--- src/core/asac_pkg.sv ---
// constants for the aux serial audio clocking block
package asac_pkg;
	// master clock frequency select codes
	localparam logic [1:0] FREQ_18M432 = 2'h0;
	localparam logic [1:0] FREQ_24M576 = 2'h1;
	localparam logic [1:0] FREQ_27M000 = 2'h2;
	// adc source: master clocks per frame and bit clocks per frame
	localparam int unsigned ADC_DIV_384 = 384;
	localparam int unsigned ADC_DIV_512 = 512;
	localparam int unsigned BITS_48 = 48;
	localparam int unsigned BITS_64 = 64;
	// master clock output start delay in master clock periods
	localparam int unsigned MCLK_START_PERIODS = 1024;
	// clock source selection time
	localparam int unsigned CLK_CLOCK_MHZ = 100;
	localparam int unsigned SRC_SEL_TIME_MS = 10;
	localparam int unsigned SRC_SEL_CYCLES = SRC_SEL_TIME_MS * CLK_CLOCK_MHZ * 1000;
	// master clocks seen on the applied pin within the probe window to call it present
	localparam int unsigned PIN_PRESENT_EDGES = 16;
	// state of the source selector
	typedef enum logic [2:0] {
		ASAC_SEL_WAIT = 3'b001,
		ASAC_SEL_PIN = 3'b010,
		ASAC_SEL_XTAL = 3'b100
	} asac_sel_t;
endpackage : asac_pkg

--- src/core/asac_fifo.sv ---
// small valid/ready fifo for delay return samples
`timescale 1ns/1ps
module asac_fifo #(
	parameter int unsigned WIDTH = 1,
	parameter int unsigned DEPTH = 16
) (
	input wire logic ref_clk,
	input wire logic sys_rst,
	input wire logic clk_en,
	input wire logic in_valid,
	output logic in_ready,
	input wire logic [WIDTH-1:0] in_data,
	output logic out_valid,
	input wire logic out_ready,
	output logic [WIDTH-1:0] out_data
);
	localparam int unsigned AW = $clog2(DEPTH);
	logic [WIDTH-1:0] mem_q [DEPTH];
	logic [AW-1:0] wr_q;
	logic [AW-1:0] rd_q;
	logic [AW:0] cnt_q;
	logic push;
	logic pop;

	// ============================================================
	// handshake
	assign in_ready = (cnt_q != (AW+1)'(DEPTH));
	assign out_valid = (cnt_q != '0);
	assign push = clk_en && in_valid && in_ready;
	assign pop = clk_en && out_valid && out_ready;
	assign out_data = mem_q[rd_q]; // array is flop storage

	// storage
	always_ff @(posedge ref_clk) begin
		if (push) begin
			mem_q[wr_q] <= in_data;
		end
	end

	// pointers and fill count
	always_ff @(posedge ref_clk or posedge sys_rst) begin
		if (sys_rst) begin
			wr_q <= '0;
			rd_q <= '0;
			cnt_q <= '0;
		end else begin
			if (push) begin
				wr_q <= (wr_q == AW'(DEPTH - 1)) ? '0 : wr_q + 1'b1;
			end
			if (pop) begin
				rd_q <= (rd_q == AW'(DEPTH - 1)) ? '0 : rd_q + 1'b1;
			end
			cnt_q <= cnt_q + (AW+1)'(push) - (AW+1)'(pop);
		end
	end
endmodule : asac_fifo

--- src/core/asac_top.sv ---
// aux serial audio port clock, frame and master clock output generation
// ============================================================
// What this block does
// - select code 00/01/10 names master clock 18.432/24.576/27.000 MHz
// - adc source: aux frame and bit clocks have 50 percent duty
// - passthrough at 32/44.1/48 kHz: aux frame and bit clocks follow input
// - passthrough edges regenerated on ref_clk, jitter up to one ref_clk period
// - master clock output starts only after 1024 master clocks once the source is chosen
// - crystal source only allowed in software mode; strap mode needs pin clock
// - code 10 accepted only in software mode; strap mode offers 00 and 01
// - choose pin clock or crystal within 10 ms of reset release
`timescale 1ns/1ps
module asac_top #(
	parameter int unsigned SRC_SEL_CYCLES = asac_pkg::SRC_SEL_CYCLES,
	parameter int unsigned FIFO_DEPTH = 16
) (
	input wire logic ref_clk,
	input wire logic sys_rst,
	input wire logic clk_en,
	input wire logic software_mode,
	input wire logic [1:0] master_clock_freq_select,
	input wire logic global_powerdown,
	input wire logic source_is_serial,
	input wire logic rate_is_96k,
	input wire logic master_clock_pin,
	input wire logic crystal_input,
	input wire logic input_frame_clock,
	input wire logic input_bit_clock,
	input wire logic delay_return_data_in,
	output logic master_clock_out,
	output logic master_clock_out_en,
	output logic use_crystal,
	output logic aux_frame_clock,
	output logic aux_bit_clock,
	output logic ret_valid,
	input wire logic ret_ready,
	output logic ret_data,
	output logic ret_overflow
);
	// ============================================================
	// input synchronisers, two flops each; bit 1 pin clock up to bit 5 return data
	logic [5:1] s1_q;
	logic [5:1] s2_q;
	logic [5:1] s3_q;
	always_ff @(posedge ref_clk or posedge sys_rst) begin
		if (sys_rst) begin
			s1_q <= '0;
			s2_q <= '0;
			s3_q <= '0;
		end else if (clk_en) begin
			s1_q <= {delay_return_data_in, input_bit_clock, input_frame_clock,
				crystal_input, master_clock_pin};
			s2_q <= s1_q;
			s3_q <= s2_q; // history for edge detection
		end
	end
	logic pin_rise;
	logic xtal_rise;
	logic lr_edge;
	logic bc_rise;
	logic bc_edge;
	assign pin_rise = s2_q[1] && !s3_q[1];
	assign xtal_rise = s2_q[2] && !s3_q[2];
	assign lr_edge = s2_q[3] != s3_q[3];
	assign bc_rise = s2_q[4] && !s3_q[4];
	assign bc_edge = s2_q[4] != s3_q[4];

	// ============================================================
	// effective select code; strap mode cannot ask for 27 MHz
	logic [1:0] freq_sel;
	assign freq_sel = (!software_mode && master_clock_freq_select == asac_pkg::FREQ_27M000) ?
		asac_pkg::FREQ_24M576 : master_clock_freq_select;

	// ============================================================
	// source selection within the probe window after reset
	asac_pkg::asac_sel_t sel_q;
	logic [31:0] sel_cnt_q;
	logic [4:0] pin_edges_q;
	always_ff @(posedge ref_clk or posedge sys_rst) begin
		if (sys_rst) begin
			sel_q <= asac_pkg::ASAC_SEL_WAIT;
			sel_cnt_q <= '0;
			pin_edges_q <= '0;
		end else if (clk_en) begin
			unique case (sel_q)
				asac_pkg::ASAC_SEL_WAIT: begin
					sel_cnt_q <= sel_cnt_q + 32'h0000_0001;
					if (pin_rise && pin_edges_q != 5'(asac_pkg::PIN_PRESENT_EDGES)) begin
						pin_edges_q <= pin_edges_q + 5'h01;
					end
					// strap mode always uses the pin: no crystal driver there
					if (pin_edges_q == 5'(asac_pkg::PIN_PRESENT_EDGES) || !software_mode) begin
						sel_q <= asac_pkg::ASAC_SEL_PIN;
					end else if (sel_cnt_q >= SRC_SEL_CYCLES - 1) begin
						sel_q <= asac_pkg::ASAC_SEL_XTAL;
					end
				end
				asac_pkg::ASAC_SEL_PIN: sel_q <= asac_pkg::ASAC_SEL_PIN;
				asac_pkg::ASAC_SEL_XTAL: sel_q <= asac_pkg::ASAC_SEL_XTAL;
				default: sel_q <= asac_pkg::ASAC_SEL_WAIT;
			endcase
		end
	end
	assign use_crystal = (sel_q == asac_pkg::ASAC_SEL_XTAL);
	logic mclk_tick;
	logic mclk_level;
	assign mclk_tick = use_crystal ? xtal_rise : pin_rise;
	assign mclk_level = use_crystal ? s2_q[2] : s2_q[1];

	// ============================================================
	// master clock output held off for 1024 master clocks after the source is chosen
	logic [10:0] start_cnt_q;
	logic mclk_on_q;
	always_ff @(posedge ref_clk or posedge sys_rst) begin
		if (sys_rst) begin
			start_cnt_q <= '0;
			mclk_on_q <= 1'b0;
			master_clock_out <= 1'b0;
		end else if (clk_en) begin
			if (!mclk_on_q && sel_q != asac_pkg::ASAC_SEL_WAIT && mclk_tick) begin
				start_cnt_q <= start_cnt_q + 11'h001;
				if (start_cnt_q == 11'(asac_pkg::MCLK_START_PERIODS - 1)) begin
					mclk_on_q <= 1'b1;
				end
			end
			master_clock_out <= mclk_on_q && mclk_level;
		end
	end
	assign master_clock_out_en = mclk_on_q;

	// ============================================================
	// adc source: divide master clock into bit and frame clocks
	// half bit period is 4 master clocks either way (384/48/2, 512/64/2)
	localparam int unsigned HALF_BIT = asac_pkg::ADC_DIV_384 / asac_pkg::BITS_48 / 2;
	logic [1:0] hb_cnt_q;
	logic [5:0] bit_cnt_q;
	logic adc_bc_q;
	logic adc_lr_q;
	logic [5:0] half_frame;
	assign half_frame = (freq_sel == asac_pkg::FREQ_18M432) ?
		6'(asac_pkg::BITS_48 / 2 - 1) : 6'(asac_pkg::BITS_64 / 2 - 1);
	always_ff @(posedge ref_clk or posedge sys_rst) begin
		if (sys_rst) begin
			hb_cnt_q <= '0;
			bit_cnt_q <= '0;
			adc_bc_q <= 1'b0;
			adc_lr_q <= 1'b0;
		end else if (clk_en && mclk_tick && !global_powerdown) begin
			hb_cnt_q <= hb_cnt_q + 2'h1;
			if (hb_cnt_q == 2'(HALF_BIT - 1)) begin
				adc_bc_q <= !adc_bc_q;
				// frame clock flips on bit clock falling edge, equal halves
				if (adc_bc_q) begin
					if (bit_cnt_q >= half_frame) begin
						bit_cnt_q <= '0;
						adc_lr_q <= !adc_lr_q;
					end else begin
						bit_cnt_q <= bit_cnt_q + 6'h01;
					end
				end
			end
		end
	end

	// ============================================================
	// passthrough: edges regenerated on ref_clk, so up to one clock of jitter
	logic pt_bc_q;
	logic pt_lr_q;
	always_ff @(posedge ref_clk or posedge sys_rst) begin
		if (sys_rst) begin
			pt_bc_q <= 1'b0;
			pt_lr_q <= 1'b0;
		end else if (clk_en) begin
			if (rate_is_96k) begin
				if (bc_rise) begin
					pt_bc_q <= !pt_bc_q;
				end
				if (lr_edge && s2_q[3]) begin
					pt_lr_q <= !pt_lr_q;
				end
			end else begin
				if (bc_edge) begin
					pt_bc_q <= s2_q[4];
				end
				if (lr_edge) begin
					pt_lr_q <= s2_q[3];
				end
			end
		end
	end

	// output clocks registered
	always_ff @(posedge ref_clk or posedge sys_rst) begin
		if (sys_rst) begin
			aux_frame_clock <= 1'b0;
			aux_bit_clock <= 1'b0;
		end else if (clk_en) begin
			aux_frame_clock <= source_is_serial ? pt_lr_q : adc_lr_q;
			aux_bit_clock <= source_is_serial ? pt_bc_q : adc_bc_q;
		end
	end

	// ============================================================
	// delay return bits captured on aux bit clock rise, buffered
	logic aux_bc_prev_q;
	logic cap_valid;
	logic cap_ready;
	always_ff @(posedge ref_clk or posedge sys_rst) begin
		if (sys_rst) begin
			aux_bc_prev_q <= 1'b0;
			ret_overflow <= 1'b0;
		end else if (clk_en) begin
			aux_bc_prev_q <= aux_bit_clock;
			if (cap_valid && !cap_ready) begin
				ret_overflow <= 1'b1; // sample lost, sticky until reset
			end
		end
	end
	assign cap_valid = aux_bit_clock && !aux_bc_prev_q;

	asac_fifo #(.WIDTH(1), .DEPTH(FIFO_DEPTH)) asac_fifo_inst (
		.ref_clk(ref_clk),
		.sys_rst(sys_rst),
		.clk_en(clk_en),
		.in_valid(cap_valid),
		.in_ready(cap_ready),
		.in_data(s2_q[5]),
		.out_valid(ret_valid),
		.out_ready(ret_ready),
		.out_data(ret_data)
	);

	// ============================================================
	// checks
	property p_start_hold;
		@(posedge ref_clk) disable iff (sys_rst)
		!mclk_on_q |-> start_cnt_q <= 11'(asac_pkg::MCLK_START_PERIODS);
	endproperty
	a_start_hold: assert property (p_start_hold) else $error("start counter overran");
	property p_out_gated;
		@(posedge ref_clk) disable iff (sys_rst)
		!mclk_on_q |=> !master_clock_out;
	endproperty
	a_out_gated: assert property (p_out_gated) else $error("master clock driven early");
	property p_strap_pin;
		@(posedge ref_clk) disable iff (sys_rst)
		!software_mode |-> !use_crystal || $past(software_mode);
	endproperty
	a_strap_pin: assert property (p_strap_pin) else $error("crystal chosen in strap mode");
	property p_no27_strap;
		@(posedge ref_clk) disable iff (sys_rst)
		!software_mode |-> freq_sel != asac_pkg::FREQ_27M000;
	endproperty
	a_no27_strap: assert property (p_no27_strap) else $error("27 MHz code in strap mode");
	property p_sel_done;
		@(posedge ref_clk) disable iff (sys_rst)
		clk_en && sel_q == asac_pkg::ASAC_SEL_WAIT && sel_cnt_q >= SRC_SEL_CYCLES |=> sel_q != asac_pkg::ASAC_SEL_WAIT;
	endproperty
	a_sel_done: assert property (p_sel_done) else $error("source not chosen in time");
	property p_frame_len;
		@(posedge ref_clk) disable iff (sys_rst)
		bit_cnt_q <= 6'(asac_pkg::BITS_64 / 2 - 1);
	endproperty
	a_frame_len: assert property (p_frame_len) else $error("bit counter out of range");
	property p_lr_on_fall;
		@(posedge ref_clk) disable iff (sys_rst)
		$changed(adc_lr_q) |-> $fell(adc_bc_q);
	endproperty
	a_lr_on_fall: assert property (p_lr_on_fall) else $error("adc frame edge off bit fall");
	property p_pt_full;
		@(posedge ref_clk) disable iff (sys_rst)
		clk_en && !rate_is_96k && bc_edge |=> pt_bc_q == $past(s2_q[4]);
	endproperty
	a_pt_full: assert property (p_pt_full) else $error("passthrough bit clock lost");
	property p_pt_half;
		@(posedge ref_clk) disable iff (sys_rst)
		clk_en && rate_is_96k && !bc_rise |=> $stable(pt_bc_q);
	endproperty
	a_pt_half: assert property (p_pt_half) else $error("half rate bit clock moved");
endmodule : asac_top

--- config.mk ---
export PLATFORM = sky130hd
export DESIGN_NAME = asac_top
export DESIGN_NICKNAME = d
export VERILOG_FILES = /design/src/core/asac_pkg.sv /design/src/core/asac_fifo.sv /design/src/core/asac_top.sv
export SDC_FILE = /design/constraint.sdc
export NUM_CORES = 1
export LEC_CHECK = 0
export BUFFER_PORTS_ARGS = -buffer_cell sky130_fd_sc_hd__clkbuf_2
export CORE_MARGIN = 10
export CORE_UTILIZATION = 45
export CTS_CLUSTER_DIAMETER = 60
export CTS_CLUSTER_SIZE = 24
export DETAILED_ROUTE_END_ITERATION = 6
export PLACE_DENSITY = 0.65
export SYNTH_ARGS = -nofsm -noshare
export SYNTH_HDL_FRONTEND = slang
export SYNTH_SLANG_ARGS = --single-unit
--- constraint.sdc ---
create_clock -name ref_clk -period 3.43 [get_ports ref_clk]
set_input_delay 0.686 -clock ref_clk [delete_from_list [all_inputs] [get_ports ref_clk]]
set_output_delay 0.686 -clock ref_clk [all_outputs]
set_load 0.05 [all_outputs]
==> qor.csv <==
metric,value,unit
status,completed,
wl_per_cell,14.7,µm
cts_hold_buf,0,
cts.sinks,112,
post_dp_cell_area,5650,µm²
crit_type,reg2reg,
netlist_area,5370,µm²
critPathMaxStageDelay,0.60,ns
clk_pin_slew,0.07,ns
p_sw,0.00130,W
path_common_cell,inv_1,
ctsRootBufferMaster,clkbuf_16,
route.vias.total,3476,
start_util,46.4,%
p_seq_share,47.2,%
start_kind,flop,
first_iter_violations,235,
grt_antenna_before_repair,0,
grt_first_pass_wirelength,16300,µm
syn_avg_cell_area,11.4,µm²
area_growth_syn_to_layout,11.3,%
crit_buf_inv,4,
p_comb_share,25.3,%
slew_headroom,55.0,%
io_buffers,22,
synth_edf_count,16,
fp.dieArea,16700,µm²
boundaryPins,23,
wl,9450,µm
hold_class,in2async,
drv_cap,0,
nets,533,
p_sw_share,32.2,%
clockPowerShare,27.5,%
yosys_register_bits,112,
grt_usage,11.9,%
worstMarginPinSlew,0.675,ns
finalSetupViolCount,0,
drive_gt1_share,14.3,%
cts_setup_buffers,0,
fin_crit,3.01,ns
setup_tns,0,ns
core,11600,µm²
drc,0,
vdd_drop_max,404,µV
fmax,0.332,GHz
fill_cells,1038,
cts_buffers,9,
cpMaxStageDelayCell,or4b_2,
fin_area,5980,µm²
postSynthCellCount,471,
die_width,129,µm
clockBufferDepth,2,
crit_path_end_kind,flop,
yosysTopAreaCell,dfrtp_1,
fin_skew,0.00657,ns
synthFlopType,dfrtp_1,
firstDrtPassIters,5,
place_hpwl,6700,µm
maxSlewViolCount,0,
yosys-top-cells-count,"dfrtp_1 (95), nand2_1 (41), xnor2_1 (38), and2_1 (23)",
die_h,129,µm
post_cts_resized,0,
diodes,0,
overflow,0,
synth-async-reset-ratio,85.7,%
yosysMostFrequentCell,dfrtp_1,
clk_latency,0.34,ns
period_share,87.7,%
tritoncts,built,
leakage,2.62,nW
synth_nets,507,
netlist.area_leader.share,44.3,%
ys_warn_count,0,
worstPathCellList,inv_1 -> ha_1 -> or4b_2 -> and3_1 -> ha_1 -> inv_1 -> ha_1 -> inv_1 -> fa_1 -> inv_1 -> a21oi_1 -> nor2_1 -> nor2_1 -> xnor2_1,
reg2reg_setup_slack,0.42,ns
crit_arrival,3.24,ns
grt_max_degree,56,
grt_pass1_vias,3501,
place_congestion,0.816,
cp_top_family,simple AND/OR/NAND/NOR gates,
row_count,39,
vias_per_cell,5.39,
seq_area_frac_synth,53.7,%
ant_nets,0,
finalHoldViolations,0,
critPathMaxFanout,5,
synthTopCellsByArea,"dfrtp_1 (44%), edfxtp_1 (8.9%), xnor2_1 (6.2%), ha_1 (4.7%), mux2_2 (4.0%)",
rsz0062_at_grt,no,
htreeDepth,3,
synth.distinct_cells,54,
internal-power,0.00273,W
worstPathRequired,3.66,ns
power.density,674,nW/µm²
[cell usage in the layout, fill, tap and decap left out, drive strengths merged, types with 15 or more instances in the layout]
master,instances
and2,23
clkbuf,35
dfrtp,95
edfxtp,16
ha,20
inv,20
mux2,19
nand2,41
nand3,16
nand4,21
nor2,21
o21ai,19
xnor2,38
xor2,15
[per-stage QoR]
| stage | hold WS, ns | setup WS, ns | total power (W) | util, % | std cells |
|---|---|---|---|---|---|
| 2_1_floorplan | 0.438 | 0.240 | 0.00267 | - | 471 |
| 3_3_place_gp | 0.455 | 0.553 | 0.00289 | 48.8 | 629 |
| 3_5_place_dp | 0.459 | 0.434 | 0.00295 | 48.8 | 629 |
| 4_1_cts | 0.465 | 0.421 | 0.00408 | 51.7 | 645 |
| 5_1_grt | 0.491 | 0.275 | 0.00429 | 51.7 | 645 |
| 6_report | 0.440 | 0.421 | 0.00403 | 51.7 | 645 |
[power by group through the flow]
stage                     Sequential (W)  Combinational [W]  Clock [W]
after floorplan                  0.00184           0.000829          0
after global placement           0.00190           0.000983          0
after detailed placement         0.00192            0.00103          0
after CTS                        0.00190            0.00104    0.00114
after global routing             0.00194            0.00115    0.00120
final                            0.00190            0.00102    0.00111
[sequential cells by signal (all words and copies together), names as in the netlist, 2 cells and up]
name                  flops
asac_fifo_inst.cnt_q      5
asac_fifo_inst.mem_q     16
asac_fifo_inst.rd_q       4
asac_fifo_inst.wr_q       4
bit_cnt_q                 6
hb_cnt_q                  2
pin_edges_q               5
s1_q                      5
s2_q                      5
s3_q                      4
sel_cnt_q                32
sel_q                     3
start_cnt_q              11
[cell type report]
type / count / area (µm²) / area share, %
Inverter: 20 / 77.6 / 1.30
Clock inverter: 3 / 46.3 / 0.775
Clock buffer: 13 / 282 / 4.71
Sequential cell: 112 / 2880 / 48.3
Multi-Input combinational cell: 327 / 2360 / 39.5
Tap cell: 143 / 179 / 2.99
Timing Repair Buffer: 27 / 148 / 2.47
[logic make-up after synthesis]
family	after synthesis	share of synthesized area (%)
buffers and inverters	32	2.35
multiplexers	28	6.13
AO/OA/AOI/OAI	52	5.94
AND/OR/NAND/NOR	173	18.2
XOR/XNOR	53	8.64
flip-flops	112	53.7
adder cells (fa/ha/maj)	21	5.03
[path summary, 6_finish.rpt]
check / cells after the start / to / from
min in group ref_clk: 1 / adc_lr_q$_DFFE_PP0P_ / adc_lr_q$_DFFE_PP0P_
setup reg to reg: 14 / asac_fifo_inst.cnt_q[4]$_DFF_PP0_ / asac_fifo_inst.cnt_q[2]$_DFF_PP0_
hold reg to reg: 1 / adc_lr_q$_DFFE_PP0P_ / adc_lr_q$_DFFE_PP0P_
max in group asynchronous: 3 / sel_q[0]$_DFFE_PP1P_ / sys_rst
setup / recovery: 14 / asac_fifo_inst.cnt_q[4]$_DFF_PP0_ / asac_fifo_inst.cnt_q[2]$_DFF_PP0_
hold / removal: 2 / asac_fifo_inst.rd_q[0]$_DFFE_PP0P_ / sys_rst
[layer usage]
| layer | up-vias | track usage [%] | share of wire (%) |
|---|---|---|---|
| met5 | - | 0 | 0 |
| met3 | 17 | 2.94 | 3.0 |
| met2 | 39 | 19.7 | 47 |
| met4 | 0 | 4.48 | 1.8 |
| met1 | 1702 | 14.7 | 48 |
| li1 | 1718 | - | - |
Note: power is estimated with default switching activity, not from simulation.
